### src/shared/pcc_pkg.sv
/*
  constants, device register map and sequencer states for the host-side
  controller of a software-programmed loop clock generator.
  assumes a 100 MHz controller clock and a word-wide device register port.
*/
`default_nettype none
package pcc_pkg;
  // timing, least times rounded up to whole cycles
  localparam int CLK_NS       = 10;
  localparam int RST_HOLD_NS  = 125;
  localparam int RST_HOLD_CYC = (RST_HOLD_NS + CLK_NS - 1) / CLK_NS;
  localparam int LOCK_NS      = 187_500;
  localparam int LOCK_CYC     = (LOCK_NS + CLK_NS - 1) / CLK_NS;

  // frequency limits in kHz
  localparam logic [31:0] REF_MIN_KHZ = 32'd12_000;
  localparam logic [31:0] REF_MAX_KHZ = 32'd50_000;
  localparam logic [31:0] OUT_MIN_KHZ = 32'd140_000;
  localparam logic [31:0] OUT_MAX_KHZ = 32'd600_000;

  // multiplier and divider ratios and their reset values
  localparam logic [4:0] MULT_MIN = 5'd4;
  localparam logic [4:0] MULT_MAX = 5'd25;
  localparam logic [4:0] MULT_RST = 5'd13;
  localparam logic [4:0] D0_RST   = 5'd1;
  localparam logic [4:0] D1_RST   = 5'd1;
  localparam logic [4:0] D2_RST   = 5'd2;
  localparam logic [4:0] D3_RST   = 5'd3;
  localparam logic [19:0] REF_RST = 20'h0_5DC0;

  // device register offsets from the device base
  localparam logic [31:0] DEV_CSR    = 32'h0000_0100;
  localparam logic [31:0] DEV_MULT   = 32'h0000_0110;
  localparam logic [31:0] DEV_DIV0   = 32'h0000_0114;
  localparam logic [31:0] DEV_CMD    = 32'h0000_0138;
  localparam logic [31:0] DEV_STAT   = 32'h0000_013C;
  localparam logic [31:0] DEV_ALIGN  = 32'h0000_0140;
  localparam logic [31:0] DEV_BRIDGE = 32'h0000_0024;
  localparam int CSR_EN_BIT   = 0;
  localparam int CSR_RST_BIT  = 1;
  localparam int DIV_EN_BIT   = 15;
  localparam int CMD_GO_BIT   = 0;
  localparam int STAT_BSY_BIT = 0;
  localparam int BRG_RST_BIT  = 0;
  localparam logic [2:0] ALIGN_ALL = 3'h7;

  // software register offsets
  localparam logic [4:0] REG_CTRL = 5'h00;
  localparam logic [4:0] REG_REF  = 5'h04;
  localparam logic [4:0] REG_MULT = 5'h08;
  localparam logic [4:0] REG_DIVS = 5'h0C;
  localparam logic [4:0] REG_STAT = 5'h10;
  localparam logic [1:0] RESP_OKAY   = 2'h0;
  localparam logic [1:0] RESP_SLVERR = 2'h2;

  typedef enum logic [3:0] {
    ST_IDLE    = 4'b0000,
    ST_CHECK   = 4'b0001,
    ST_CSR_RST = 4'b0010,
    ST_WAIT_RST= 4'b0011,
    ST_MULT    = 4'b0100,
    ST_PREDIV  = 4'b0101,
    ST_CSR_RUN = 4'b0110,
    ST_POSTDIV = 4'b0111,
    ST_ALIGN   = 4'b1000,
    ST_GO      = 4'b1001,
    ST_POLL    = 4'b1010,
    ST_WAIT_LK = 4'b1011,
    ST_CSR_EN  = 4'b1100,
    ST_BR_ON   = 4'b1101,
    ST_BR_OFF  = 4'b1110
  } pcc_state_e;
endpackage
`default_nettype wire

### src/design/pcc_loop_host.sv
/*
  host controller for a loop clock generator: takes settings and commands
  from software over axi4-lite and programs the device registers through a
  word-wide request/acknowledge port, in the documented order.
  assumes the device holds dev_ack_in for one cycle per accepted request.
*/
`timescale 1ns/100ps
`default_nettype none
module pcc_loop_host #(
  parameter logic [31:0] DEV_BASE    = 32'h0000_0000,
  parameter int          LOCK_CYCLES = pcc_pkg::LOCK_CYC
) (
  input  wire logic        clock_in,
  input  wire logic        rst_in,
  input  wire logic [4:0]  s_axi_awaddr_in,
  input  wire logic        s_axi_awvalid_in,
  output logic             s_axi_awready_out,
  input  wire logic [31:0] s_axi_wdata_in,
  input  wire logic [3:0]  s_axi_wstrb_in,
  input  wire logic        s_axi_wvalid_in,
  output logic             s_axi_wready_out,
  output logic [1:0]       s_axi_bresp_out,
  output logic             s_axi_bvalid_out,
  input  wire logic        s_axi_bready_in,
  input  wire logic [4:0]  s_axi_araddr_in,
  input  wire logic        s_axi_arvalid_in,
  output logic             s_axi_arready_out,
  output logic [31:0]      s_axi_rdata_out,
  output logic [1:0]       s_axi_rresp_out,
  output logic             s_axi_rvalid_out,
  input  wire logic        s_axi_rready_in,
  output logic             dev_req_out,
  output logic             dev_we_out,
  output logic [31:0]      dev_addr_out,
  output logic [31:0]      dev_wdata_out,
  input  wire logic        dev_ack_in,
  input  wire logic [31:0] dev_rdata_in
);

  typedef struct packed {
    pcc_pkg::pcc_state_e st;
    logic        req;
    logic        we;
    logic [31:0] addr;
    logic [31:0] wdata;
    logic [1:0]  idx;
    logic        go_only;
    logic        enabled;
    logic        done;
    logic        err;
    logic [19:0] ref_khz;
    logic [4:0]  mult;
    logic [4:0]  d0;
    logic [4:0]  d1;
    logic [4:0]  d2;
    logic [4:0]  d3;
    logic        aw_got;
    logic        w_got;
    logic [4:0]  awaddr;
    logic [31:0] wbuf;
    logic [3:0]  wstrb;
    logic        bvalid;
    logic [1:0]  bresp;
    logic        rvalid;
    logic [1:0]  rresp;
    logic [31:0] rdata;
  } pcc_host_s;

  pcc_host_s   s_r;
  pcc_host_s   s_nxt;
  logic        tmr_load;
  logic [14:0] tmr_count;
  logic        tmr_done;
  logic        cfg_ok;
  logic        fire;
  logic        wr;
  logic        rd;
  logic [31:0] wa;
  logic [31:0] wd;
  logic [4:0]  ratio;
  logic [31:0] m;
  logic        busy;

  // byte-lane merge of a write into an existing word
  function automatic logic [31:0] merge(input logic [31:0] old,
                                        input logic [31:0] nw,
                                        input logic [3:0]  strb);
    logic [31:0] r;
    r = old;
    for (int i = 0; i < 4; i++) begin
      if (strb[i]) begin
        r[8*i +: 8] = nw[8*i +: 8];
      end
    end
    return r;
  endfunction

  ////////////////////////////////////////////////////////////////////////
  // settings check, done before any device write
  always_comb begin
    logic [31:0] ref32;
    logic [31:0] d0_32;
    logic [31:0] prod;
    ref32  = {12'h000, s_r.ref_khz};
    d0_32  = {27'h000_0000, s_r.d0};
    prod   = ref32 * {27'h000_0000, s_r.mult};
    cfg_ok = (s_r.d0 != '0) && (s_r.d1 != '0) && (s_r.d3 != '0)
      && (ref32 >= d0_32 * pcc_pkg::REF_MIN_KHZ)
      && (ref32 <= d0_32 * pcc_pkg::REF_MAX_KHZ)
      && (s_r.mult >= pcc_pkg::MULT_MIN)
      && (s_r.mult <= pcc_pkg::MULT_MAX)
      && (prod >= d0_32 * pcc_pkg::OUT_MIN_KHZ)
      && (prod <= d0_32 * pcc_pkg::OUT_MAX_KHZ)
      && ({2'b00, s_r.d2} == {1'b0, s_r.d1, 1'b0}
        || {2'b00, s_r.d2} == 7'(3 * s_r.d1)
        || {2'b00, s_r.d2} == {s_r.d1, 2'b00});
  end

  assign busy = (s_r.st != pcc_pkg::ST_IDLE);
  assign fire = s_r.req && dev_ack_in;

  // post-divider ratio for the divider being written
  always_comb begin
    case (s_r.idx)
      2'd1:    ratio = s_r.d1;
      2'd2:    ratio = s_r.d2;
      default: ratio = s_r.d3;
    endcase
  end

  ////////////////////////////////////////////////////////////////////////
  // next state: bus slave, sequencer and device request port
  always_comb begin
    pcc_pkg::pcc_state_e nxt;
    s_nxt     = s_r;
    nxt       = s_r.st;
    wr        = 1'b0;
    rd        = 1'b0;
    wa        = '0;
    wd        = '0;
    m         = '0;
    tmr_load  = 1'b0;
    tmr_count = '0;

    // address and data are taken independently, in either order
    if (s_axi_awvalid_in && !s_r.aw_got && !s_r.bvalid) begin
      s_nxt.aw_got = 1'b1;
      s_nxt.awaddr = s_axi_awaddr_in;
    end
    if (s_axi_wvalid_in && !s_r.w_got && !s_r.bvalid) begin
      s_nxt.w_got = 1'b1;
      s_nxt.wbuf  = s_axi_wdata_in;
      s_nxt.wstrb = s_axi_wstrb_in;
    end
    // commit once both halves are in; settings are frozen while busy
    if (s_r.aw_got && s_r.w_got && !s_r.bvalid) begin
      s_nxt.bvalid = 1'b1;
      s_nxt.bresp  = pcc_pkg::RESP_OKAY;
      case (s_r.awaddr)
        pcc_pkg::REG_CTRL: begin
          if (!busy && s_r.wstrb[0] && (s_r.wbuf[0] || s_r.wbuf[1])) begin
            s_nxt.st      = pcc_pkg::ST_CHECK;
            s_nxt.go_only = !s_r.wbuf[0];
            s_nxt.done    = 1'b0;
            s_nxt.err     = 1'b0;
          end
        end
        pcc_pkg::REG_REF: begin
          m = merge({12'h000, s_r.ref_khz}, s_r.wbuf, s_r.wstrb);
          if (!busy) s_nxt.ref_khz = m[19:0];
        end
        pcc_pkg::REG_MULT: begin
          m = merge({27'h000_0000, s_r.mult}, s_r.wbuf, s_r.wstrb);
          if (!busy) s_nxt.mult = m[4:0];
        end
        pcc_pkg::REG_DIVS: begin
          m = merge({3'h0, s_r.d3, 3'h0, s_r.d2, 3'h0, s_r.d1,
                     3'h0, s_r.d0}, s_r.wbuf, s_r.wstrb);
          if (!busy) begin
            s_nxt.d0 = m[4:0];
            s_nxt.d1 = m[12:8];
            s_nxt.d2 = m[20:16];
            s_nxt.d3 = m[28:24];
          end
        end
        pcc_pkg::REG_STAT: ;
        default: s_nxt.bresp = pcc_pkg::RESP_SLVERR;
      endcase
    end
    if (s_r.bvalid && s_axi_bready_in) begin
      s_nxt.bvalid = 1'b0;
      s_nxt.aw_got = 1'b0;
      s_nxt.w_got  = 1'b0;
    end

    // reads answer one cycle after the address is taken
    if (s_axi_arvalid_in && !s_r.rvalid) begin
      s_nxt.rvalid = 1'b1;
      s_nxt.rresp  = pcc_pkg::RESP_OKAY;
      case (s_axi_araddr_in)
        pcc_pkg::REG_CTRL: s_nxt.rdata = '0;
        pcc_pkg::REG_REF:  s_nxt.rdata = {12'h000, s_r.ref_khz};
        pcc_pkg::REG_MULT: s_nxt.rdata = {27'h000_0000, s_r.mult};
        pcc_pkg::REG_DIVS: s_nxt.rdata = {3'h0, s_r.d3, 3'h0, s_r.d2,
                                          3'h0, s_r.d1, 3'h0, s_r.d0};
        pcc_pkg::REG_STAT: s_nxt.rdata = {24'h00_0000, s_r.st,
                                          s_r.enabled, s_r.err,
                                          s_r.done, busy};
        default: begin
          s_nxt.rdata = '0;
          s_nxt.rresp = pcc_pkg::RESP_SLVERR;
        end
      endcase
    end else if (s_r.rvalid && s_axi_rready_in) begin
      s_nxt.rvalid = 1'b0;
    end

    // sequencer: each access state names one device access and its successor
    case (s_r.st)
      pcc_pkg::ST_IDLE: ;
      pcc_pkg::ST_CHECK: begin
        s_nxt.idx = 2'd1;
        if (!cfg_ok) begin
          s_nxt.err = 1'b1;
          s_nxt.st  = pcc_pkg::ST_IDLE;
        end else if (s_r.go_only) begin
          s_nxt.st = pcc_pkg::ST_POSTDIV;
        end else begin
          s_nxt.enabled = 1'b0;
          s_nxt.st      = pcc_pkg::ST_CSR_RST;
        end
      end
      pcc_pkg::ST_CSR_RST: begin
        // bypass first, loop in reset, before touching the loop
        wr = 1'b1;
        wa = pcc_pkg::DEV_CSR;
        wd[pcc_pkg::CSR_RST_BIT] = 1'b1;
        nxt = pcc_pkg::ST_WAIT_RST;
        tmr_load  = fire;
        tmr_count = 15'(pcc_pkg::RST_HOLD_CYC);
      end
      pcc_pkg::ST_WAIT_RST: begin
        if (tmr_done) s_nxt.st = pcc_pkg::ST_MULT;
      end
      pcc_pkg::ST_MULT: begin
        wr = 1'b1;
        wa = pcc_pkg::DEV_MULT;
        wd[4:0] = s_r.mult - 5'd1;
        nxt = pcc_pkg::ST_PREDIV;
      end
      pcc_pkg::ST_PREDIV: begin
        wr = 1'b1;
        wa = pcc_pkg::DEV_DIV0;
        wd[4:0] = s_r.d0 - 5'd1;
        wd[pcc_pkg::DIV_EN_BIT] = 1'b1;
        nxt = pcc_pkg::ST_CSR_RUN;
      end
      pcc_pkg::ST_CSR_RUN: begin
        // reset released, still bypassed
        wr  = 1'b1;
        wa  = pcc_pkg::DEV_CSR;
        nxt = pcc_pkg::ST_POSTDIV;
      end
      pcc_pkg::ST_POSTDIV: begin
        wr = 1'b1;
        wa = pcc_pkg::DEV_DIV0 + {28'h000_0000, s_r.idx, 2'b00};
        wd[4:0] = ratio - 5'd1;
        wd[pcc_pkg::DIV_EN_BIT] = 1'b1;
        nxt = (s_r.idx == 2'd3) ? pcc_pkg::ST_ALIGN
                                : pcc_pkg::ST_POSTDIV;
        if (fire) s_nxt.idx = s_r.idx + 2'd1;
      end
      pcc_pkg::ST_ALIGN: begin
        wr = 1'b1;
        wa = pcc_pkg::DEV_ALIGN;
        wd[2:0] = pcc_pkg::ALIGN_ALL;
        nxt = pcc_pkg::ST_GO;
      end
      pcc_pkg::ST_GO: begin
        wr = 1'b1;
        wa = pcc_pkg::DEV_CMD;
        wd[pcc_pkg::CMD_GO_BIT] = 1'b1;
        nxt = pcc_pkg::ST_POLL;
      end
      pcc_pkg::ST_POLL: begin
        // re-read until the device reports the divider change applied
        rd = 1'b1;
        wa = pcc_pkg::DEV_STAT;
        if (dev_rdata_in[pcc_pkg::STAT_BSY_BIT]) begin
          nxt = pcc_pkg::ST_POLL;
        end else if (s_r.go_only) begin
          nxt = pcc_pkg::ST_BR_ON;
        end else begin
          nxt = pcc_pkg::ST_WAIT_LK;
          tmr_load  = fire;
          tmr_count = 15'(LOCK_CYCLES);
        end
      end
      pcc_pkg::ST_WAIT_LK: begin
        if (tmr_done) s_nxt.st = pcc_pkg::ST_CSR_EN;
      end
      pcc_pkg::ST_CSR_EN: begin
        wr = 1'b1;
        wa = pcc_pkg::DEV_CSR;
        wd[pcc_pkg::CSR_EN_BIT] = 1'b1;
        nxt = pcc_pkg::ST_BR_ON;
        if (fire) s_nxt.enabled = 1'b1;
      end
      pcc_pkg::ST_BR_ON: begin
        wr = 1'b1;
        wa = pcc_pkg::DEV_BRIDGE;
        wd[pcc_pkg::BRG_RST_BIT] = 1'b1;
        nxt = pcc_pkg::ST_BR_OFF;
      end
      pcc_pkg::ST_BR_OFF: begin
        wr  = 1'b1;
        wa  = pcc_pkg::DEV_BRIDGE;
        nxt = pcc_pkg::ST_IDLE;
        if (fire) s_nxt.done = 1'b1;
      end
      default: s_nxt.st = pcc_pkg::ST_IDLE;
    endcase

    // one request in flight, held until acknowledged
    if (wr || rd) begin
      if (!s_r.req) begin
        s_nxt.req   = 1'b1;
        s_nxt.we    = wr;
        s_nxt.addr  = DEV_BASE + wa;
        s_nxt.wdata = wd;
      end else if (dev_ack_in) begin
        s_nxt.req = 1'b0;
        s_nxt.st  = nxt;
      end
    end
  end

  // settings reset to the device's own defaults
  always_ff @(posedge clock_in or posedge rst_in) begin
    if (rst_in) begin
      s_r         <= '0;
      s_r.st      <= pcc_pkg::ST_IDLE;
      s_r.ref_khz <= pcc_pkg::REF_RST;
      s_r.mult    <= pcc_pkg::MULT_RST;
      s_r.d0      <= pcc_pkg::D0_RST;
      s_r.d1      <= pcc_pkg::D1_RST;
      s_r.d2      <= pcc_pkg::D2_RST;
      s_r.d3      <= pcc_pkg::D3_RST;
    end else begin
      s_r <= s_nxt;
    end
  end

  pcc_wait_timer #(.WIDTH(15)) u_timer (
    .clock_in (clock_in),
    .rst_in   (rst_in),
    .load_in  (tmr_load),
    .count_in (tmr_count),
    .done_out (tmr_done)
  );

  assign s_axi_awready_out = !s_r.aw_got && !s_r.bvalid;
  assign s_axi_wready_out  = !s_r.w_got && !s_r.bvalid;
  assign s_axi_bvalid_out  = s_r.bvalid;
  assign s_axi_bresp_out   = s_r.bresp;
  assign s_axi_arready_out = !s_r.rvalid;
  assign s_axi_rvalid_out  = s_r.rvalid;
  assign s_axi_rdata_out   = s_r.rdata;
  assign s_axi_rresp_out   = s_r.rresp;
  assign dev_req_out       = s_r.req;
  assign dev_we_out        = s_r.we;
  assign dev_addr_out      = s_r.addr;
  assign dev_wdata_out     = s_r.wdata;
endmodule // pcc_loop_host
`default_nettype wire

### src/design/pcc_wait_timer.sv
/*
  down-counting wait timer: loads a count, reports done at zero.
  assumes the caller loads it once per wait and polls done_out.
*/
`timescale 1ns/100ps
`default_nettype none
module pcc_wait_timer #(
  parameter int WIDTH = 15
) (
  input  wire logic             clock_in,
  input  wire logic             rst_in,
  input  wire logic             load_in,
  input  wire logic [WIDTH-1:0] count_in,
  output logic                  done_out
);
  typedef struct packed {
    logic [WIDTH-1:0] cnt;
  } pcc_tmr_s;

  pcc_tmr_s s_r;
  pcc_tmr_s s_nxt;

  // load wins over counting so a fresh wait never ends early
  always_comb begin
    s_nxt = s_r;
    if (load_in) begin
      s_nxt.cnt = count_in;
    end else if (s_r.cnt != '0) begin
      s_nxt.cnt = s_r.cnt - 1'b1;
    end
  end

  always_ff @(posedge clock_in or posedge rst_in) begin
    if (rst_in) begin
      s_r <= '0;
    end else begin
      s_r <= s_nxt;
    end
  end

  assign done_out = (s_r.cnt == '0);
endmodule // pcc_wait_timer
`default_nettype wire

### config.mk
export PLATFORM = sky130hd
export DESIGN_NAME = pcc_loop_host
export DESIGN_NICKNAME = d
export VERILOG_FILES = /design/src/shared/pcc_pkg.sv /design/src/design/pcc_loop_host.sv /design/src/design/pcc_wait_timer.sv
export SDC_FILE = /design/constraint.sdc
export NUM_CORES = 1
export LEC_CHECK = 0
export BUFFER_PORTS_ARGS = -buffer_cell sky130_fd_sc_hd__buf_2
export CAP_MARGIN = 5
export CORE_AREA = 4 4 174 176
export DETAILED_ROUTE_END_ITERATION = 8
export DIE_AREA = 0 0 178 180
export GPL_ROUTABILITY_DRIVEN = 0
export MAX_ROUTING_LAYER = met4
export PLACE_DENSITY = 0.88
export SYNTH_ARGS = -nofsm -noshare
export SYNTH_HDL_FRONTEND = slang
export SYNTH_SLANG_ARGS = --single-unit
### constraint.sdc
create_clock -name clock_in -period 6.4 [get_ports clock_in]
set_input_delay 0.96 -clock clock_in [delete_from_list [all_inputs] [get_ports clock_in]]
set_output_delay 0.96 -clock clock_in [all_outputs]
set_load 0.1 [all_outputs]
==> run summary <==
### Status
- **result of the run** finished, violations left
- **violated checks** DRC

### Pwr
- **clock share of power** 15.3%
- **power density over the cells** 390 mW/mm^2
- **Worst IR Drop VDD** 0.000416 V
- **sequential share of power** 24.1%
- **combinational share of power** 60.7%
- **net switching fraction of the power** 50.3%
- **Pint** 3.40 mW
- **total power** 6.84 mW
- **Pleak** 8.98 nW
- **Net Sw Power** 3.44 mW

### Setup path
- **Critical Path End Type** register
- **reg-to-reg setup timing slack** 0.03 ns
- **reg-to-reg critical path endpoint** s_r[200]
- **launch instance of the worst register-to-register path** s_r[104]
- **critical path data required time** 6.75 ns
- **length in cells of the worst reg-to-reg path** 26
- **stages on the worst setup path** 26
- **critical path's top delay family** compound AO/OA/AOI/OAI gates
- **critical path launch point type** register
- **type of the setup path with the least slack** register to register
- **Worst Path Max Fanout** 8
- **crit path max-delay cell type** sky130_fd_sc_hd__dfstp_2
- **Critical path buffers and inverters** 5
- **largest incremental delay on the critical path** 0.65 ns
- **WP data arrival** 6.72 ns

### Hold path
- **Hold/Removal Path Class** register to register
- **worst hold path cell count** 2
- **Hold EP** s_axi_rdata_out[25]
- **origin of the worst min-delay path** s_axi_rdata_out[25]

### STA
- **Least-Margin Pin Slew** 1.31 ns
- **part of the cycle the worst path needs** 99.5%
- **min cycle time layout** 6.37 ns
- **count of endpoints failing setup in the final report** 0
- **Achievable Freq** 0.157 GHz
- **Final Max Slew Viols** 0
- **remaining max-slew budget at the tightest pin** 12.5%
- **final hold violation count** 0
- **skew final** 0.0168 ns

### Floorplanning
- **die width** 178 um
- **I/O pin count** 193
- **Die H** 180 um
- **Die Outline Area** 0.0320 mm^2
- **starting utilization of the core area** 54.4%
- **number of rows in the core area** 62
- **total core area** 0.0286 mm^2

### Logic synthesis
- **syn_area_per_cell** 9.08 um^2
- **share of synthesized flip-flops with an asynchronous set or reset** 100%
- **Cells after Synth** 1,716
- **area of the mapped netlist** 0.0156 mm^2
- **sequential share of the synthesized area** 24.4%
- **library cells used by synthesis** 74
- **number of synthesized flops with an enable pin** 0
- **yosys synthesis warning count** 0
- **Yosys reg bits** 151
- **most frequently used flop master after synthesis** sky130_fd_sc_hd__dfrtp_1

### Global route
- **largest net degree at the start of global routing** 80
- **via count of the first global-routing pass** 13,700
- **global router's overall resource usage** 26.9%
- **wire length of the first global-routing pass** 68.4 mm
- **total grt overflow** 0
- **number of antenna violations at the first check in global routing** 0

### Placed design
- **post-detail-place hpwl** 32.2 mm
- **number of I/O port buffers** 95
- **total cell area at the placement stage** 0.0165 mm^2

### Clock network
- **hold buffers post-CTS** 0
- **clock-pin slew on the worst setup and hold paths** 0.08 ns
- **maximum level of the CTS H-tree** 4
- **cell at the root of the clock tree** sky130_fd_sc_hd__clkbuf_16
- **clock tree sinks** 151
- **total clock buffers created by CTS** 17
- **clock latency of the later-clocked register in the worst-skew pair** 0.44 ns
- **Longest Clk Path Bufs** 2
- **clock tree from TritonCTS** built

### Cells and area
- **commonest non-fill, non-tap cells in the layout** sky130_fd_sc_hd__ha_1 (189), sky130_fd_sc_hd__inv_1 (144), sky130_fd_sc_hd__nand2_1 (144)
- **cell area after layout** 0.0175 mm^2
- **share of final-layout standard cells stronger than drive strength 1** 21.1%
- **Filler cells** 2,073
- **Antenna Diode Count** 0
- **# nets final** 2,194
- **most frequent standard cell in the layout excluding fill and tap cells** sky130_fd_sc_hd__ha_1
- **Layout Area Growth over Synthesis** 12.6%

### Detailed routing
- **DR pass1 iterations** 9
- **number of nets with antenna violations after detailed routing** 0
- **Avg Vias per Cell** 6.14
- **mean routed wirelength per cell** 19.8 um
- **final wirelength** 44.1 mm
- **residual DRC count** 2
- **via total after detailed routing** 13,700
- **number of design-rule violations left by the first detailed-router iteration** 1,467

### Flow run
- **total of max-cap violations** 0

-- power by group through the flow --
stage / combinational [mW] / clock (mW) / sequential, mW
final: 4.15 / 1.05 / 1.65
after global routing: 4.47 / 1.09 / 1.67
after CTS: 3.93 / 1.05 / 1.61
after detailed placement: 3.88 / 0 / 1.62
after global placement: 3.73 / 0 / 1.59
after floorplan: 2.88 / 0 / 1.54
-- state kept, by name, indices dropped and copies added, names as in the netlist --
register and count:
dev_we_out 1, s_axi_bvalid_out 1, dev_wdata_out 6, s_r 92, dev_addr_out 6, s_axi_bresp_out 1, s_axi_rresp_out 1, u_timer.s_r 15
s_axi_rvalid_out 1, s_axi_rdata_out 26, dev_req_out 1
-- per-layer routing --
metal | part of all wire (%) | GRT usage [%]
met3 | 8.8 | 4.31
met1 | 37 | 32.7
met4 | 5.5 | 11.8
met5 | 0 | -
met2 | 48 | 44.1
-- worst register-to-register path, delay by kind of cell (launching register included) --
| kind | cells | cell delay [ns] |
|---|---|---|
| AO/OA/AOI/OAI | 10 | 2.08 |
| adder cells (fa/ha/maj) | 5 | 2.04 |
| buffers and inverters | 5 | 0.57 |
| flip-flops | 1 | 0.65 |
| AND/OR/NAND/NOR | 6 | 0.99 |
-- worst max-delay path by stage --
| stage | start | end | slack, ns |
|---|---|---|---|
| 6_report | s_r[104] | s_r[200] | 0.03 |
| 5_1_grt | s_r[104] | s_r[126] | -0.21 |
| 4_1_cts | s_r[98] | s_r[200] | 0.004 |
| 3_5_place_dp | s_r[98] | s_r[200] | -0.13 |
| 3_3_place_gp | s_r[104] | s_r[200] | -0.01 |
| 2_1_floorplan | s_r[98] | s_r[200] | 0.15 |
-- area by class of cell --
| cell class | instances | area (um^2) | share of cell area [%] |
|---|---|---|---|
| inverter | 146 | 553 | 3.15 |
| multi-input combinational | 1325 | 10800 | 61.8 |
| tap | 384 | 480 | 2.74 |
| clock buffer | 19 | 453 | 2.58 |
| clock inverter | 13 | 154 | 0.877 |
| timing repair buffer | 193 | 1260 | 7.16 |
| sequential | 151 | 3800 | 21.7 |
-- cell usage after synthesis, drive strengths merged, types with 11 or more instances --
| cell | n | area (um^2) |
|---|---|---|
| a31oi | 21 | 131 |
| nor3 | 26 | 130 |
| o31ai | 13 | 97.6 |
| mux2 | 81 | 912 |
| mux2i | 11 | 110 |
| o21ai | 90 | 450 |
| nand4 | 13 | 81.3 |
| ha | 200 | 2500 |
| a21oi | 102 | 514 |
| dfstp | 15 | 394 |
| nand3 | 31 | 155 |
| xnor2 | 49 | 437 |
| buf | 107 | 778 |
| dfrtp | 136 | 3400 |
| nand2b | 11 | 68.8 |
| a21o | 24 | 180 |
| o21a | 11 | 82.6 |
| nor2 | 97 | 364 |
| and2 | 76 | 475 |
| nor2b | 14 | 95.1 |
| inv | 145 | 544 |
| nand2 | 145 | 544 |
| fa | 74 | 1480 |
| clkbuf | 46 | 173 |
| a211oi | 11 | 82.6 |
| xor2 | 36 | 315 |
-- cell families after synthesis --
family / count (synthesis) / share of synthesized area [%]
buffers and inverters: 299 / 9.62
DFF: 151 / 24.4
other: 1 / 0.0241
adders and majority gates: 274 / 25.6
xor gates and xnor gates: 85 / 4.83
muxes: 92 / 6.56
and+or+nand+nor: 460 / 14.4
AOI/OAI and AO/OA: 354 / 14.6
-- stage by stage --
stage | setup slack, ns | utilization, % | std cells | hold slack, ns | setup TNS (ns)
6_report | 0.0326 | 61.3 | 2231 | 0.467 | 0
3_3_place_gp | -0.0128 | 57.7 | 2190 | 0.446 | -0.0128
2_1_floorplan | 0.146 | - | 1775 | 0.439 | 0
3_5_place_dp | -0.134 | 57.7 | 2190 | 0.452 | -0.349
4_1_cts | 0.00390 | 59.8 | 2222 | 0.469 | 0
5_1_grt | -0.211 | 61.3 | 2231 | 0.490 | -0.766
-- timing repair --
action	CTS	global route
endpoints found under the hold margin	0	0
buffers inserted	0	9
pin swaps	1	54
endpoints found under the setup margin	5	5
gates resized for setup	1	64
(Power assumes the default switching activity.)
